### config.mk
export PLATFORM = sky130hd
export DESIGN_NAME = sev_status_events
export DESIGN_NICKNAME = d
export VERILOG_FILES = /design/src/rtl/sev_pkg.sv /design/src/rtl/sev_buffer_level.sv /design/src/rtl/sev_event_reg.sv /design/src/rtl/sev_status_events.sv
export SDC_FILE = /design/constraint.sdc
export NUM_CORES = 1
export LEC_CHECK = 0
export ABC_CLOCK_PERIOD_IN_PS = 29400
export BUFFER_PORTS_ARGS = -buffer_cell sky130_fd_sc_hd__clkbuf_2
export CAP_MARGIN = 15
export CORE_MARGIN = 2
export CORE_UTILIZATION = 60
export DETAILED_ROUTE_END_ITERATION = 8
export HOLD_SLACK_MARGIN = 0.12
export PLACE_DENSITY = 0.77
export SYNTH_ARGS = -nofsm -noshare
export SYNTH_HDL_FRONTEND = slang
export SYNTH_HIERARCHICAL = 1
export SYNTH_SLANG_ARGS = --single-unit
### constraint.sdc
create_clock -name clk_sys -period 29.4 [get_ports clk_sys]
set_input_delay 1.47 -clock clk_sys [delete_from_list [all_inputs] [get_ports clk_sys]]
set_output_delay 1.47 -clock clk_sys [all_outputs]
set_load 0.02 [all_outputs]
### src/rtl/sev_pkg.sv
// shared constants and types for the status event register bank
package sev_pkg;
  // ---------------------------------------------------------------
  // word and field layout
  // ---------------------------------------------------------------
  localparam int SEV_W = 16;
  typedef logic [SEV_W-1:0] sev_word_t;

  localparam int BIT_READING_OVERFLOW = 0;
  localparam int BIT_LOW_LIMIT = 1;
  localparam int BIT_HIGH_LIMIT = 2;
  localparam int BIT_READING_AVAILABLE = 5;
  localparam int BIT_BUFFER_AVAILABLE = 7;
  localparam int BIT_BUFFER_HALF_FULL = 8;
  localparam int BIT_BUFFER_FULL = 9;

  localparam int BIT_REF_JUNCTION_FAULT = 4;
  localparam int BIT_BAD_TRIM_CONSTANT = 8;
  localparam int BIT_IGNORED_PARAMETER = 14;

  localparam int BIT_CONVERSION_ACTIVE = 4;
  localparam int BIT_DEVICE_ACTION_ACTIVE = 5;
  localparam int BIT_IDLE = 10;
  localparam int OPER_UNUSED_LO = 11;
  localparam int OPER_UNUSED_HI = 15;

  // bits that carry an event; all others read as zero, except in the enable masks
  localparam sev_word_t MEAS_DEFINED = 16'h03A7;
  localparam sev_word_t QUES_DEFINED = 16'h4110;
  localparam sev_word_t OPER_DEFINED = 16'h0430;

  localparam sev_word_t SEV_ZERO = 16'h0000;
  localparam sev_word_t ENABLE_RESET = 16'h0000;

  // ---------------------------------------------------------------
  // query selection and answer formatting
  // ---------------------------------------------------------------
  typedef enum logic [1:0] {SEV_REG_MEAS, SEV_REG_QUES, SEV_REG_OPER} sev_reg_t;
  typedef enum logic [1:0] {SEV_Q_EVENT, SEV_Q_COND, SEV_Q_ENABLE} sev_query_t;

  localparam int SEV_BCD_DIGITS = 5;
  localparam int SEV_BCD_W = 4 * SEV_BCD_DIGITS;
  localparam logic [3:0] BCD_ADJ_MIN = 4'h5;
  localparam logic [3:0] BCD_ADJ_ADD = 4'h3;

  // trace buffer fill thresholds
  localparam int BUF_DEPTH_DEFAULT = 1024;
  localparam int BUF_AVAIL_MIN = 2;
endpackage

### src/rtl/sev_buffer_level.sv
// trace buffer fill-level decoder
`timescale 1ns/1ps
`default_nettype none
module sev_buffer_level import sev_pkg::*; #(
  parameter int DEPTH = BUF_DEPTH_DEFAULT,
  parameter int CW = $clog2(DEPTH + 1)
) (
  input wire logic [CW-1:0] fillCount, // readings now held
  output logic available,              // two or more readings
  output logic halfFull,               // half of capacity reached
  output logic full                    // no free entries
);
  localparam logic [CW-1:0] AVAIL_CNT = CW'(BUF_AVAIL_MIN);
  localparam logic [CW-1:0] HALF_CNT = CW'(DEPTH / 2);
  localparam logic [CW-1:0] FULL_CNT = CW'(DEPTH);

  always_comb begin
    available = (fillCount >= AVAIL_CNT);
    halfFull = (fillCount >= HALF_CNT);
    full = (fillCount >= FULL_CNT);
  end
endmodule
`default_nettype wire

### src/rtl/sev_event_reg.sv
// one event register with condition tracking, enable mask and summary
`timescale 1ns/1ps
`default_nettype none
module sev_event_reg import sev_pkg::*; #(
  parameter sev_word_t DEFINED = MEAS_DEFINED
) (
  input wire logic clk_sys,          // system clock
  input wire logic rst,              // synchronous reset
  input wire logic ce,               // clock enable
  input wire sev_word_t cond,        // raw condition levels
  input wire logic clearReq,         // read-and-clear strobe
  input wire logic enableWrite,      // load enable mask
  input wire sev_word_t enableData,  // new enable mask
  output sev_word_t eventFlags,      // latched events
  output sev_word_t condNow,         // live condition register
  output sev_word_t condPrev,        // condition one step back
  output sev_word_t enableMask,      // enable register
  output logic summary               // unmasked event present
);
  typedef struct packed {
    sev_word_t flags;
    sev_word_t prev;
    sev_word_t mask;
  } sev_er_state_t;

  sev_er_state_t s;
  sev_er_state_t next_s;
  sev_word_t rise;

  always_comb begin
    next_s = s;
    rise = cond & ~s.prev & DEFINED;
    if (ce) begin
      // a rise in the clearing cycle survives the clear
      next_s.flags = (clearReq ? SEV_ZERO : s.flags) | rise;
      next_s.prev = cond & DEFINED;
      if (enableWrite) begin
        next_s.mask = enableData;
      end
    end
  end

  always_ff @(posedge clk_sys) begin
    if (rst) begin
      s <= '{flags: SEV_ZERO, prev: SEV_ZERO, mask: ENABLE_RESET};
    end else begin
      s <= next_s;
    end
  end

  assign eventFlags = s.flags;
  assign condNow = cond & DEFINED;
  assign condPrev = s.prev;
  assign enableMask = s.mask;
  assign summary = |(s.flags & s.mask);
endmodule
`default_nettype wire

### src/rtl/sev_status_events.sv
// measurement, questionable and operation event register bank
//
// Contract
// - event query returns contents, then clears register
// - answer is decimal of the set bits
// - overflow sets measurement bit 0
// - below low limit sets measurement bit 1
// - above high limit sets measurement bit 2
// - processed reading sets measurement bit 5
// - two or more buffered readings set bit 7
// - half-full trace buffer sets bit 8
// - full trace buffer sets bit 9
// - bad reference junction sets questionable bit 4
// - bad power-up trim sets bit 8, default used
// - trim fault stays until calibration succeeds
// - ignored parameter sets questionable bit 14
// - fault lamp lit while questionable event present
// - measuring sets operation bit 4
// - device-action stage sets operation bit 5
// - idle state sets operation bit 10
// - operation bits 11 to 15 never set
// - enable mask gates each summary bit
// - live condition register beside each event register
`timescale 1ns/1ps
`default_nettype none
module sev_status_events import sev_pkg::*; #(
  parameter int BUF_DEPTH = BUF_DEPTH_DEFAULT,
  parameter int CW = $clog2(BUF_DEPTH + 1)
) (
  input wire logic clk_sys,            // system clock, 50 MHz
  input wire logic rst,                // synchronous reset, high
  input wire logic ce,                 // clock enable, freezes state
  input wire logic overRange,          // reading beyond range
  input wire logic belowLowLimit,      // reading under lower limit
  input wire logic aboveHighLimit,     // reading over upper limit
  input wire logic readingDone,        // reading taken and processed
  input wire logic [CW-1:0] fillCount, // trace buffer readings
  input wire logic refJunctionBad,     // reference junction invalid
  input wire logic trimCheckBad,       // power-up trim check failed
  input wire logic calibrationPassed,  // calibration finished well
  input wire logic paramIgnored,       // config parameter dropped
  input wire logic measuring,          // conversion in progress
  input wire logic deviceAction,       // trigger device-action stage
  input wire logic idle,               // instrument idle
  input wire logic queryValid,         // query request
  input wire sev_query_t queryKind,    // event, condition or enable
  input wire sev_reg_t queryReg,       // which register set
  output logic queryReady,             // query can be taken
  output logic answerValid,            // answer present, one cycle while ce high
  output sev_word_t answerData,        // answer, binary
  output logic [SEV_BCD_W-1:0] answerBcd, // answer, decimal digits
  input wire logic enableWrite,        // enable mask write strobe
  input wire sev_reg_t enableReg,      // which enable register
  input wire sev_word_t enableData,    // mask value
  output logic measSummary,            // measurement summary
  output logic quesSummary,            // questionable summary
  output logic operSummary,            // operation summary
  output logic faultLamp,              // error indicator
  output logic useDefaultTrim          // default trim substituted
);
  // ---------------------------------------------------------------
  // state
  // ---------------------------------------------------------------
  typedef enum {SEV_ST_IDLE, SEV_ST_ANSWER} sev_state_t;

  typedef struct packed {
    sev_state_t state;
    logic trimFault;
    sev_word_t data;
    logic [SEV_BCD_W-1:0] bcd;
  } sev_top_state_t;

  sev_top_state_t s;
  sev_top_state_t next_s;

  sev_word_t measCond;
  sev_word_t quesCond;
  sev_word_t operCond;
  sev_word_t measEvent;
  sev_word_t quesEvent;
  sev_word_t operEvent;
  sev_word_t measLive;
  sev_word_t quesLive;
  sev_word_t operLive;
  sev_word_t measPrev;
  sev_word_t quesPrev;
  sev_word_t operPrev;
  sev_word_t measEn;
  sev_word_t quesEn;
  sev_word_t operEn;
  logic bufAvail;
  logic bufHalf;
  logic bufFull;
  logic take;
  logic takeEvent;
  logic measClr;
  logic quesClr;
  logic operClr;
  sev_word_t picked;

  // ---------------------------------------------------------------
  // binary to decimal digits
  // ---------------------------------------------------------------
  function automatic logic [SEV_BCD_W-1:0] sevToBcd(input sev_word_t bin);
    logic [SEV_BCD_W+SEV_W-1:0] acc;
    acc = {{SEV_BCD_W{1'b0}}, bin};
    for (int i = 0; i < SEV_W; i++) begin
      for (int d = 0; d < SEV_BCD_DIGITS; d++) begin
        if (acc[SEV_W + 4 * d +: 4] >= BCD_ADJ_MIN) begin
          acc[SEV_W + 4 * d +: 4] = acc[SEV_W + 4 * d +: 4] + BCD_ADJ_ADD;
        end
      end
      acc = acc << 1;
    end
    return acc[SEV_BCD_W+SEV_W-1:SEV_W];
  endfunction

  // ---------------------------------------------------------------
  // condition vectors
  // ---------------------------------------------------------------
  sev_buffer_level #(
    .DEPTH(BUF_DEPTH),
    .CW(CW)
  ) uLevel (
    .fillCount(fillCount),
    .available(bufAvail),
    .halfFull(bufHalf),
    .full(bufFull)
  );

  always_comb begin
    measCond = SEV_ZERO;
    measCond[BIT_READING_OVERFLOW] = overRange;
    measCond[BIT_LOW_LIMIT] = belowLowLimit;
    measCond[BIT_HIGH_LIMIT] = aboveHighLimit;
    measCond[BIT_READING_AVAILABLE] = readingDone;
    measCond[BIT_BUFFER_AVAILABLE] = bufAvail;
    measCond[BIT_BUFFER_HALF_FULL] = bufHalf;
    measCond[BIT_BUFFER_FULL] = bufFull;
    quesCond = SEV_ZERO;
    quesCond[BIT_REF_JUNCTION_FAULT] = refJunctionBad;
    quesCond[BIT_BAD_TRIM_CONSTANT] = s.trimFault;
    quesCond[BIT_IGNORED_PARAMETER] = paramIgnored;
    operCond = SEV_ZERO;
    operCond[BIT_CONVERSION_ACTIVE] = measuring;
    operCond[BIT_DEVICE_ACTION_ACTIVE] = deviceAction;
    operCond[BIT_IDLE] = idle;
  end

  // ---------------------------------------------------------------
  // query decode
  // ---------------------------------------------------------------
  assign queryReady = ce && (s.state == SEV_ST_IDLE);
  assign take = queryValid && queryReady;
  assign takeEvent = take && (queryKind == SEV_Q_EVENT);
  assign measClr = takeEvent && (queryReg == SEV_REG_MEAS);
  assign quesClr = takeEvent && (queryReg == SEV_REG_QUES);
  assign operClr = takeEvent && (queryReg == SEV_REG_OPER);

  sev_event_reg #(.DEFINED(MEAS_DEFINED)) uMeas (
    .clk_sys(clk_sys),
    .rst(rst),
    .ce(ce),
    .cond(measCond),
    .clearReq(measClr),
    .enableWrite(enableWrite && (enableReg == SEV_REG_MEAS)),
    .enableData(enableData),
    .eventFlags(measEvent),
    .condNow(measLive),
    .condPrev(measPrev),
    .enableMask(measEn),
    .summary(measSummary)
  );

  sev_event_reg #(.DEFINED(QUES_DEFINED)) uQues (
    .clk_sys(clk_sys),
    .rst(rst),
    .ce(ce),
    .cond(quesCond),
    .clearReq(quesClr),
    .enableWrite(enableWrite && (enableReg == SEV_REG_QUES)),
    .enableData(enableData),
    .eventFlags(quesEvent),
    .condNow(quesLive),
    .condPrev(quesPrev),
    .enableMask(quesEn),
    .summary(quesSummary)
  );

  // the operation definition mask keeps bits 11 to 15 clear
  sev_event_reg #(.DEFINED(OPER_DEFINED)) uOper (
    .clk_sys(clk_sys),
    .rst(rst),
    .ce(ce),
    .cond(operCond),
    .clearReq(operClr),
    .enableWrite(enableWrite && (enableReg == SEV_REG_OPER)),
    .enableData(enableData),
    .eventFlags(operEvent),
    .condNow(operLive),
    .condPrev(operPrev),
    .enableMask(operEn),
    .summary(operSummary)
  );

  // an unmapped register or kind answers zero
  always_comb begin
    picked = SEV_ZERO;
    case (queryReg)
      SEV_REG_MEAS: begin
        case (queryKind)
          SEV_Q_EVENT: picked = measEvent;
          SEV_Q_COND: picked = measLive;
          SEV_Q_ENABLE: picked = measEn;
          default: picked = SEV_ZERO;
        endcase
      end
      SEV_REG_QUES: begin
        case (queryKind)
          SEV_Q_EVENT: picked = quesEvent;
          SEV_Q_COND: picked = quesLive;
          SEV_Q_ENABLE: picked = quesEn;
          default: picked = SEV_ZERO;
        endcase
      end
      SEV_REG_OPER: begin
        case (queryKind)
          SEV_Q_EVENT: picked = operEvent;
          SEV_Q_COND: picked = operLive;
          SEV_Q_ENABLE: picked = operEn;
          default: picked = SEV_ZERO;
        endcase
      end
      default: picked = SEV_ZERO;
    endcase
  end

  // ---------------------------------------------------------------
  // sequencing
  // ---------------------------------------------------------------
  always_comb begin
    next_s = s;
    if (ce) begin
      // a passed calibration beats a failed check in the same cycle
      if (calibrationPassed) begin
        next_s.trimFault = 1'b0;
      end else if (trimCheckBad) begin
        next_s.trimFault = 1'b1;
      end
      case (s.state)
        SEV_ST_IDLE: begin
          if (take) begin
            next_s.data = picked;
            next_s.bcd = sevToBcd(picked);
            next_s.state = SEV_ST_ANSWER;
          end
        end
        SEV_ST_ANSWER: begin
          next_s.state = SEV_ST_IDLE;
        end
        default: begin
          next_s.state = SEV_ST_IDLE;
        end
      endcase
    end
  end

  always_ff @(posedge clk_sys) begin
    if (rst) begin
      s <= '{state: SEV_ST_IDLE, trimFault: 1'b0, data: SEV_ZERO,
             bcd: {SEV_BCD_W{1'b0}}};
    end else begin
      s <= next_s;
    end
  end

  assign answerValid = (s.state == SEV_ST_ANSWER);
  assign answerData = s.data;
  assign answerBcd = s.bcd;
  assign useDefaultTrim = s.trimFault;
  // lamp follows latched or live questionable state
  assign faultLamp = (|quesEvent) || (|quesLive);

  // ---------------------------------------------------------------
  // checks
  // ---------------------------------------------------------------
  AST_CLEAR_ON_READ: assert property (@(posedge clk_sys) disable iff (rst)
    measClr && ((measCond & ~measPrev & MEAS_DEFINED) == SEV_ZERO)
      |=> measEvent == SEV_ZERO)
    else $error("measurement event not cleared by its query");

  AST_ANSWER_VALUE: assert property (@(posedge clk_sys) disable iff (rst)
    take |=> answerValid && answerData == $past(picked)
      && answerBcd == sevToBcd($past(picked)))
    else $error("query answer does not match register");

  AST_OVERFLOW_SETS: assert property (@(posedge clk_sys) disable iff (rst)
    ce && overRange && !measPrev[BIT_READING_OVERFLOW]
      |=> measEvent[BIT_READING_OVERFLOW])
    else $error("overflow did not latch");

  AST_LIMITS_SET: assert property (@(posedge clk_sys) disable iff (rst)
    ce && (belowLowLimit && !measPrev[BIT_LOW_LIMIT]
      || aboveHighLimit && !measPrev[BIT_HIGH_LIMIT])
      |=> measEvent[BIT_LOW_LIMIT] || measEvent[BIT_HIGH_LIMIT])
    else $error("limit event did not latch");

  AST_READING_SETS: assert property (@(posedge clk_sys) disable iff (rst)
    ce && readingDone && !measPrev[BIT_READING_AVAILABLE]
      |=> measEvent[BIT_READING_AVAILABLE])
    else $error("reading available did not latch");

  AST_BUFFER_FULL: assert property (@(posedge clk_sys) disable iff (rst)
    ce && fillCount >= CW'(BUF_DEPTH) && !measPrev[BIT_BUFFER_FULL]
      |-> measLive[BIT_BUFFER_AVAILABLE] && measLive[BIT_BUFFER_HALF_FULL]
        ##1 measEvent[BIT_BUFFER_FULL])
    else $error("buffer full did not latch with lower levels");

  AST_TRIM_HOLDS: assert property (@(posedge clk_sys) disable iff (rst)
    useDefaultTrim && !calibrationPassed |=> useDefaultTrim)
    else $error("trim fault dropped without calibration");

  AST_TRIM_RAISES: assert property (@(posedge clk_sys) disable iff (rst)
    ce && trimCheckBad && !calibrationPassed && !useDefaultTrim
      |=> (useDefaultTrim and (ce |=> quesEvent[BIT_BAD_TRIM_CONSTANT])))
    else $error("bad trim not flagged");

  AST_WARN_SETS: assert property (@(posedge clk_sys) disable iff (rst)
    ce && paramIgnored && !quesPrev[BIT_IGNORED_PARAMETER]
      |=> quesEvent[BIT_IGNORED_PARAMETER] && faultLamp)
    else $error("ignored parameter not flagged");

  AST_LAMP: assert property (@(posedge clk_sys) disable iff (rst)
    faultLamp == (refJunctionBad || paramIgnored || useDefaultTrim
      || quesEvent != SEV_ZERO))
    else $error("fault lamp disagrees with questionable state");

  AST_OPER_SETS: assert property (@(posedge clk_sys) disable iff (rst)
    ce && measuring && deviceAction && idle && operPrev == SEV_ZERO
      |=> operEvent == OPER_DEFINED)
    else $error("operation events did not latch");

  AST_OPER_UNUSED: assert property (@(posedge clk_sys) disable iff (rst)
    operEvent[OPER_UNUSED_HI:OPER_UNUSED_LO] == '0)
    else $error("unused operation bit set");

  AST_SUMMARY: assert property (@(posedge clk_sys) disable iff (rst)
    measSummary == ((measEvent & measEn) != SEV_ZERO))
    else $error("summary not gated by enable mask");

  AST_COND_LIVE: assert property (@(posedge clk_sys) disable iff (rst)
    ce |=> quesPrev == $past(quesLive))
    else $error("condition tracking lags");

  AST_EVENT_HOLDS: assert property (@(posedge clk_sys) disable iff (rst)
    !measClr |=> (measEvent & $past(measEvent)) == $past(measEvent))
    else $error("event bit lost before read");

  AST_UNDEFINED_ZERO: assert property (@(posedge clk_sys) disable iff (rst)
    (measEvent & ~MEAS_DEFINED) == SEV_ZERO && (quesEvent & ~QUES_DEFINED) == SEV_ZERO)
    else $error("undefined event bit set");
endmodule
`default_nettype wire

==> results.md <==
- The via-per-instance ratio is 6.38.
- The net count of the finished layout is 1556.
- The sum of negative setup slack is 0 ns.
- The number of warnings printed during yosys synthesis is 6.
- For the pin with the worst max-slew slack, the measured transition is 0.880 ns.
- TritonCTS built the clock tree.
- The clock net in this run drives a total of 111 sinks.
- The routability congestion estimate is 0.963.
- The cell count after synthesis is 1463.
- The max-slew violation count is 0.
- The HPWL after detailed placement is 20600 um.
- The global routing met1 resource utilization is 0.356.
- The reg-to-reg startpoint is uMeas/enableMask[13].
- The critical path contains buffers and inverters numbering 12 combined.
- The path length in cells of the critical path is 58.
- Fill cells in the final layout number 1659.
- Following the worst setup path forward leads to its endpoint at answerBcd[19].
- In this run the worst path has a maximum fanout of 22.
- The startpoint of the worst setup timing path is queryReg[1].
- The cell that appears most often on the critical path is sky130_fd_sc_hd__ha_1.
- The capturing point of the worst reg2reg path is answerBcd[19].
- The cts-stage hold buffer count is 0.
- The worst slack on hold paths is 0.466 ns.
- The die covers 0.0210 mm^2.
- For the worst flop-to-flop path, the logic depth is 57.
- Summed over all layers, the global routing overflow is 0.
- The number of clock buffers inserted by TritonCTS is 9.
- The worst setup path is launched from an input pin.
- The max-capacitance violation count is 0.
- The remaining antenna violation count after routing is 0.
- Port buffering added 90 buffers.
- For this configuration, the core starts out at a cell density of 0.612.
- The worst register-to-register path has a setup slack of 16.53 ns.
- The placeable core region is 0.0195 mm^2.
- The kind of end point of the critical path is a flop.
- In this run the horizontal extent of the chip is 145 um.
- The initial antenna violation count was 0.
- From synthesis to final layout, the design area changed by 2.83%.
- The global routing stage identified its most utilized layer as met2.
- The clock root buffer is sky130_fd_sc_hd__clkbuf_16.
- The floorplan has 51 rows.
- Registers take 0.00222 mm^2.
- Across all layers, the routed design uses 11100 vias.
- During I/O placement, the number of pins put on the boundary was 92.
- The clock insertion delay at the later pin of the skew report is 0.36 ns.
- The worst setup path is of the input pin to flop kind.
- Setup repair after global routing left no endpoint under its margin.
- The data required time of the worst path is 29.63 ns.
- The post-detailed-routing wire length is 29300 um.
- The placed instances occupy a cell area of 0.0119 mm^2.
- Summing every instance area after synthesis gives 0.0119 mm^2.
- The detailed-route wire length per cell is 16.8 um.
- The multi-input logic area is 0.00857 mm^2.
- The die height is 145 um.
- The final critical delay including setup and external delays is 15.03 ns.
- The met2 global-route usage is 0.472.
- Between clock sinks in the finished design, the worst skew comes to 0.0107 ns.
- The buffer count from post-CTS setup fixing is 0.
- The first global-routing pass estimated 48900 um of wire.
- The critical path's largest stage delay is 0.92 ns.
- The longest clock path from root to sink contains 2 buffers.
- In the routed design, unresolved DRC markers number 0.
- For this run, the top clock speed supported by timing is 0.0665 GHz.
- In this run, post-CTS repair resized a total of 0 instances.
- The via count of the first global-routing pass is 10100.
- The first TritonRoute pass finished after 5 iterations.
- The worst hold path belongs to the class flop to flop.
- The final worst-path cycle share is 0.511.
- The post-route standard cell area excluding fillers is 0.0123 mm^2.
- The worst slew slack as a fraction of its limit is 0.409.
- The mean cell area of the mapped netlist is 8.15 um^2.
- In the final layout, the share of cells above drive strength 1 is 0.200.
- The largest net degree at the start of global routing is 75.
- The run finished with clean final reports.
- In this run the number of H-tree levels came out at 3.
- The clock transition time at the flip-flop clock pins of the worst setup and hold paths is 0.08 ns.
- In this run, the number of DRC markers left after iteration 0 of detailed routing was 828.
- The worst hold path was traced through 2 stages.
- The number of setup violations in the final report is 0.
- Among all stages on the critical path, the largest delay is contributed by sky130_fd_sc_hd__nand2_1.
- In the global route stage, met3 resource usage came out at 0.0299.
- The kind of cell with the highest combined delay along the critical path is compound AO/OA/AOI/OAI gates.
- The count of final hold-check violations was 0.
- STA puts the critical path data arrival time at 15.26 ns.
- Across every metal layer, demand over resource in global routing totals 0.271.
==> final cells by class <==
type | instances | share of cell area
Tap cell | 265 | 0.0271
Timing Repair Buffer | 104 | 0.0463
Sequential cell | 111 | 0.181
Antenna cell | 1 | 0.000204
Clock buffer | 11 | 0.0198
Inverter | 63 | 0.0193
Clock inverter | 5 | 0.00704
Multi-Input combinational cell | 1184 | 0.699
==> layer usage <==
layer / vias up / wire [um]
met5: - / 0
met4: 0 / 433
li1: 5413 / -
met1: 5306 / 13300
met3: 41 / 1500
met2: 373 / 14100
==> flip-flops by register name, summed over array words and instances (netlist names), 7 cells and up <==
register,count
uMeas/condPrev,7
answerData,16
uMeas/eventFlags,7
uQues/enableMask,16
uMeas/enableMask,16
uOper/enableMask,16
answerBcd,19
==> placed cells by master (no fill, tap or decap), types with 8 or more instances in the layout <==
| cell | n |
|---|---|
| sky130_fd_sc_hd__a211oi_1 | 38 |
| sky130_fd_sc_hd__nand4_1 | 8 |
| sky130_fd_sc_hd__a21o_1 | 9 |
| sky130_fd_sc_hd__a21bo_1 | 58 |
| sky130_fd_sc_hd__ha_1 | 34 |
| sky130_fd_sc_hd__nor4_1 | 11 |
| sky130_fd_sc_hd__a22oi_1 | 11 |
| sky130_fd_sc_hd__nand3_1 | 77 |
| sky130_fd_sc_hd__dfxtp_1 | 111 |
| sky130_fd_sc_hd__nand3b_1 | 18 |
| sky130_fd_sc_hd__clkbuf_2 | 88 |
| sky130_fd_sc_hd__mux2i_1 | 54 |
| sky130_fd_sc_hd__conb_1 | 70 |
| sky130_fd_sc_hd__o211ai_1 | 26 |
| sky130_fd_sc_hd__a21oi_2 | 58 |
| sky130_fd_sc_hd__clkbuf_16 | 9 |
| sky130_fd_sc_hd__a211o_1 | 10 |
| sky130_fd_sc_hd__buf_4 | 15 |
| sky130_fd_sc_hd__nand2_1 | 74 |
| sky130_fd_sc_hd__mux2_2 | 31 |
| sky130_fd_sc_hd__and2_1 | 10 |
| sky130_fd_sc_hd__inv_2 | 13 |
| sky130_fd_sc_hd__a221o_1 | 11 |
| sky130_fd_sc_hd__nor2_1 | 112 |
| sky130_fd_sc_hd__a21oi_1 | 77 |
| sky130_fd_sc_hd__o22ai_1 | 13 |
| sky130_fd_sc_hd__o22a_1 | 8 |
| sky130_fd_sc_hd__a31oi_1 | 8 |
| sky130_fd_sc_hd__inv_1 | 47 |
| sky130_fd_sc_hd__nand2b_1 | 11 |
| sky130_fd_sc_hd__o21ai_1 | 9 |
| sky130_fd_sc_hd__nor3_1 | 20 |
| sky130_fd_sc_hd__o32ai_1 | 10 |
| sky130_fd_sc_hd__o21ai_0 | 51 |
| sky130_fd_sc_hd__o211a_1 | 9 |
| sky130_fd_sc_hd__xnor2_1 | 17 |
| sky130_fd_sc_hd__a221oi_1 | 15 |
==> worst min-delay path by stage <==
stage                     slack, ns               from           endpoint
after floorplan                0.45  uMeas/condPrev[0]  uMeas/condPrev[0]
after global placement         0.45      answerBcd[18]      answerBcd[18]
after detailed placement       0.45       answerBcd[2]       answerBcd[2]
after CTS                      0.47       answerBcd[2]       answerBcd[2]
after global routing           0.51      answerData[4]      answerData[4]
final                          0.47       answerBcd[2]       answerBcd[2]
==> metrics by stage <==
step | setup slack (ns) | util | std cells
2_1_floorplan | 16.79 | - | 1530
3_3_place_gp | 14.59 | 0.612 | 1726
3_5_place_dp | 14.19 | 0.612 | 1726
4_1_cts | 14.53 | 0.629 | 1742
5_1_grt | 13.38 | 0.630 | 1743
6_report | 14.37 | 0.630 | 1744
==> worst reg2reg max path, delay by kind of cell (launching register included) <==
kind | cells | cell delay, ns
AO/OA/AOI/OAI | 19 | 5.06
adder cells (fa/ha/maj) | 10 | 2.53
multiplexers | 4 | 1.32
AND/OR/NAND/NOR | 9 | 1.24
XOR/XNOR | 5 | 1.24
buffers and inverters | 10 | 1.02
flip-flops | 1 | 0.32
Power is left out: the tool's default activity adds up to more than one toggle a clock period on the data nets, which glitch-free logic cannot reach.
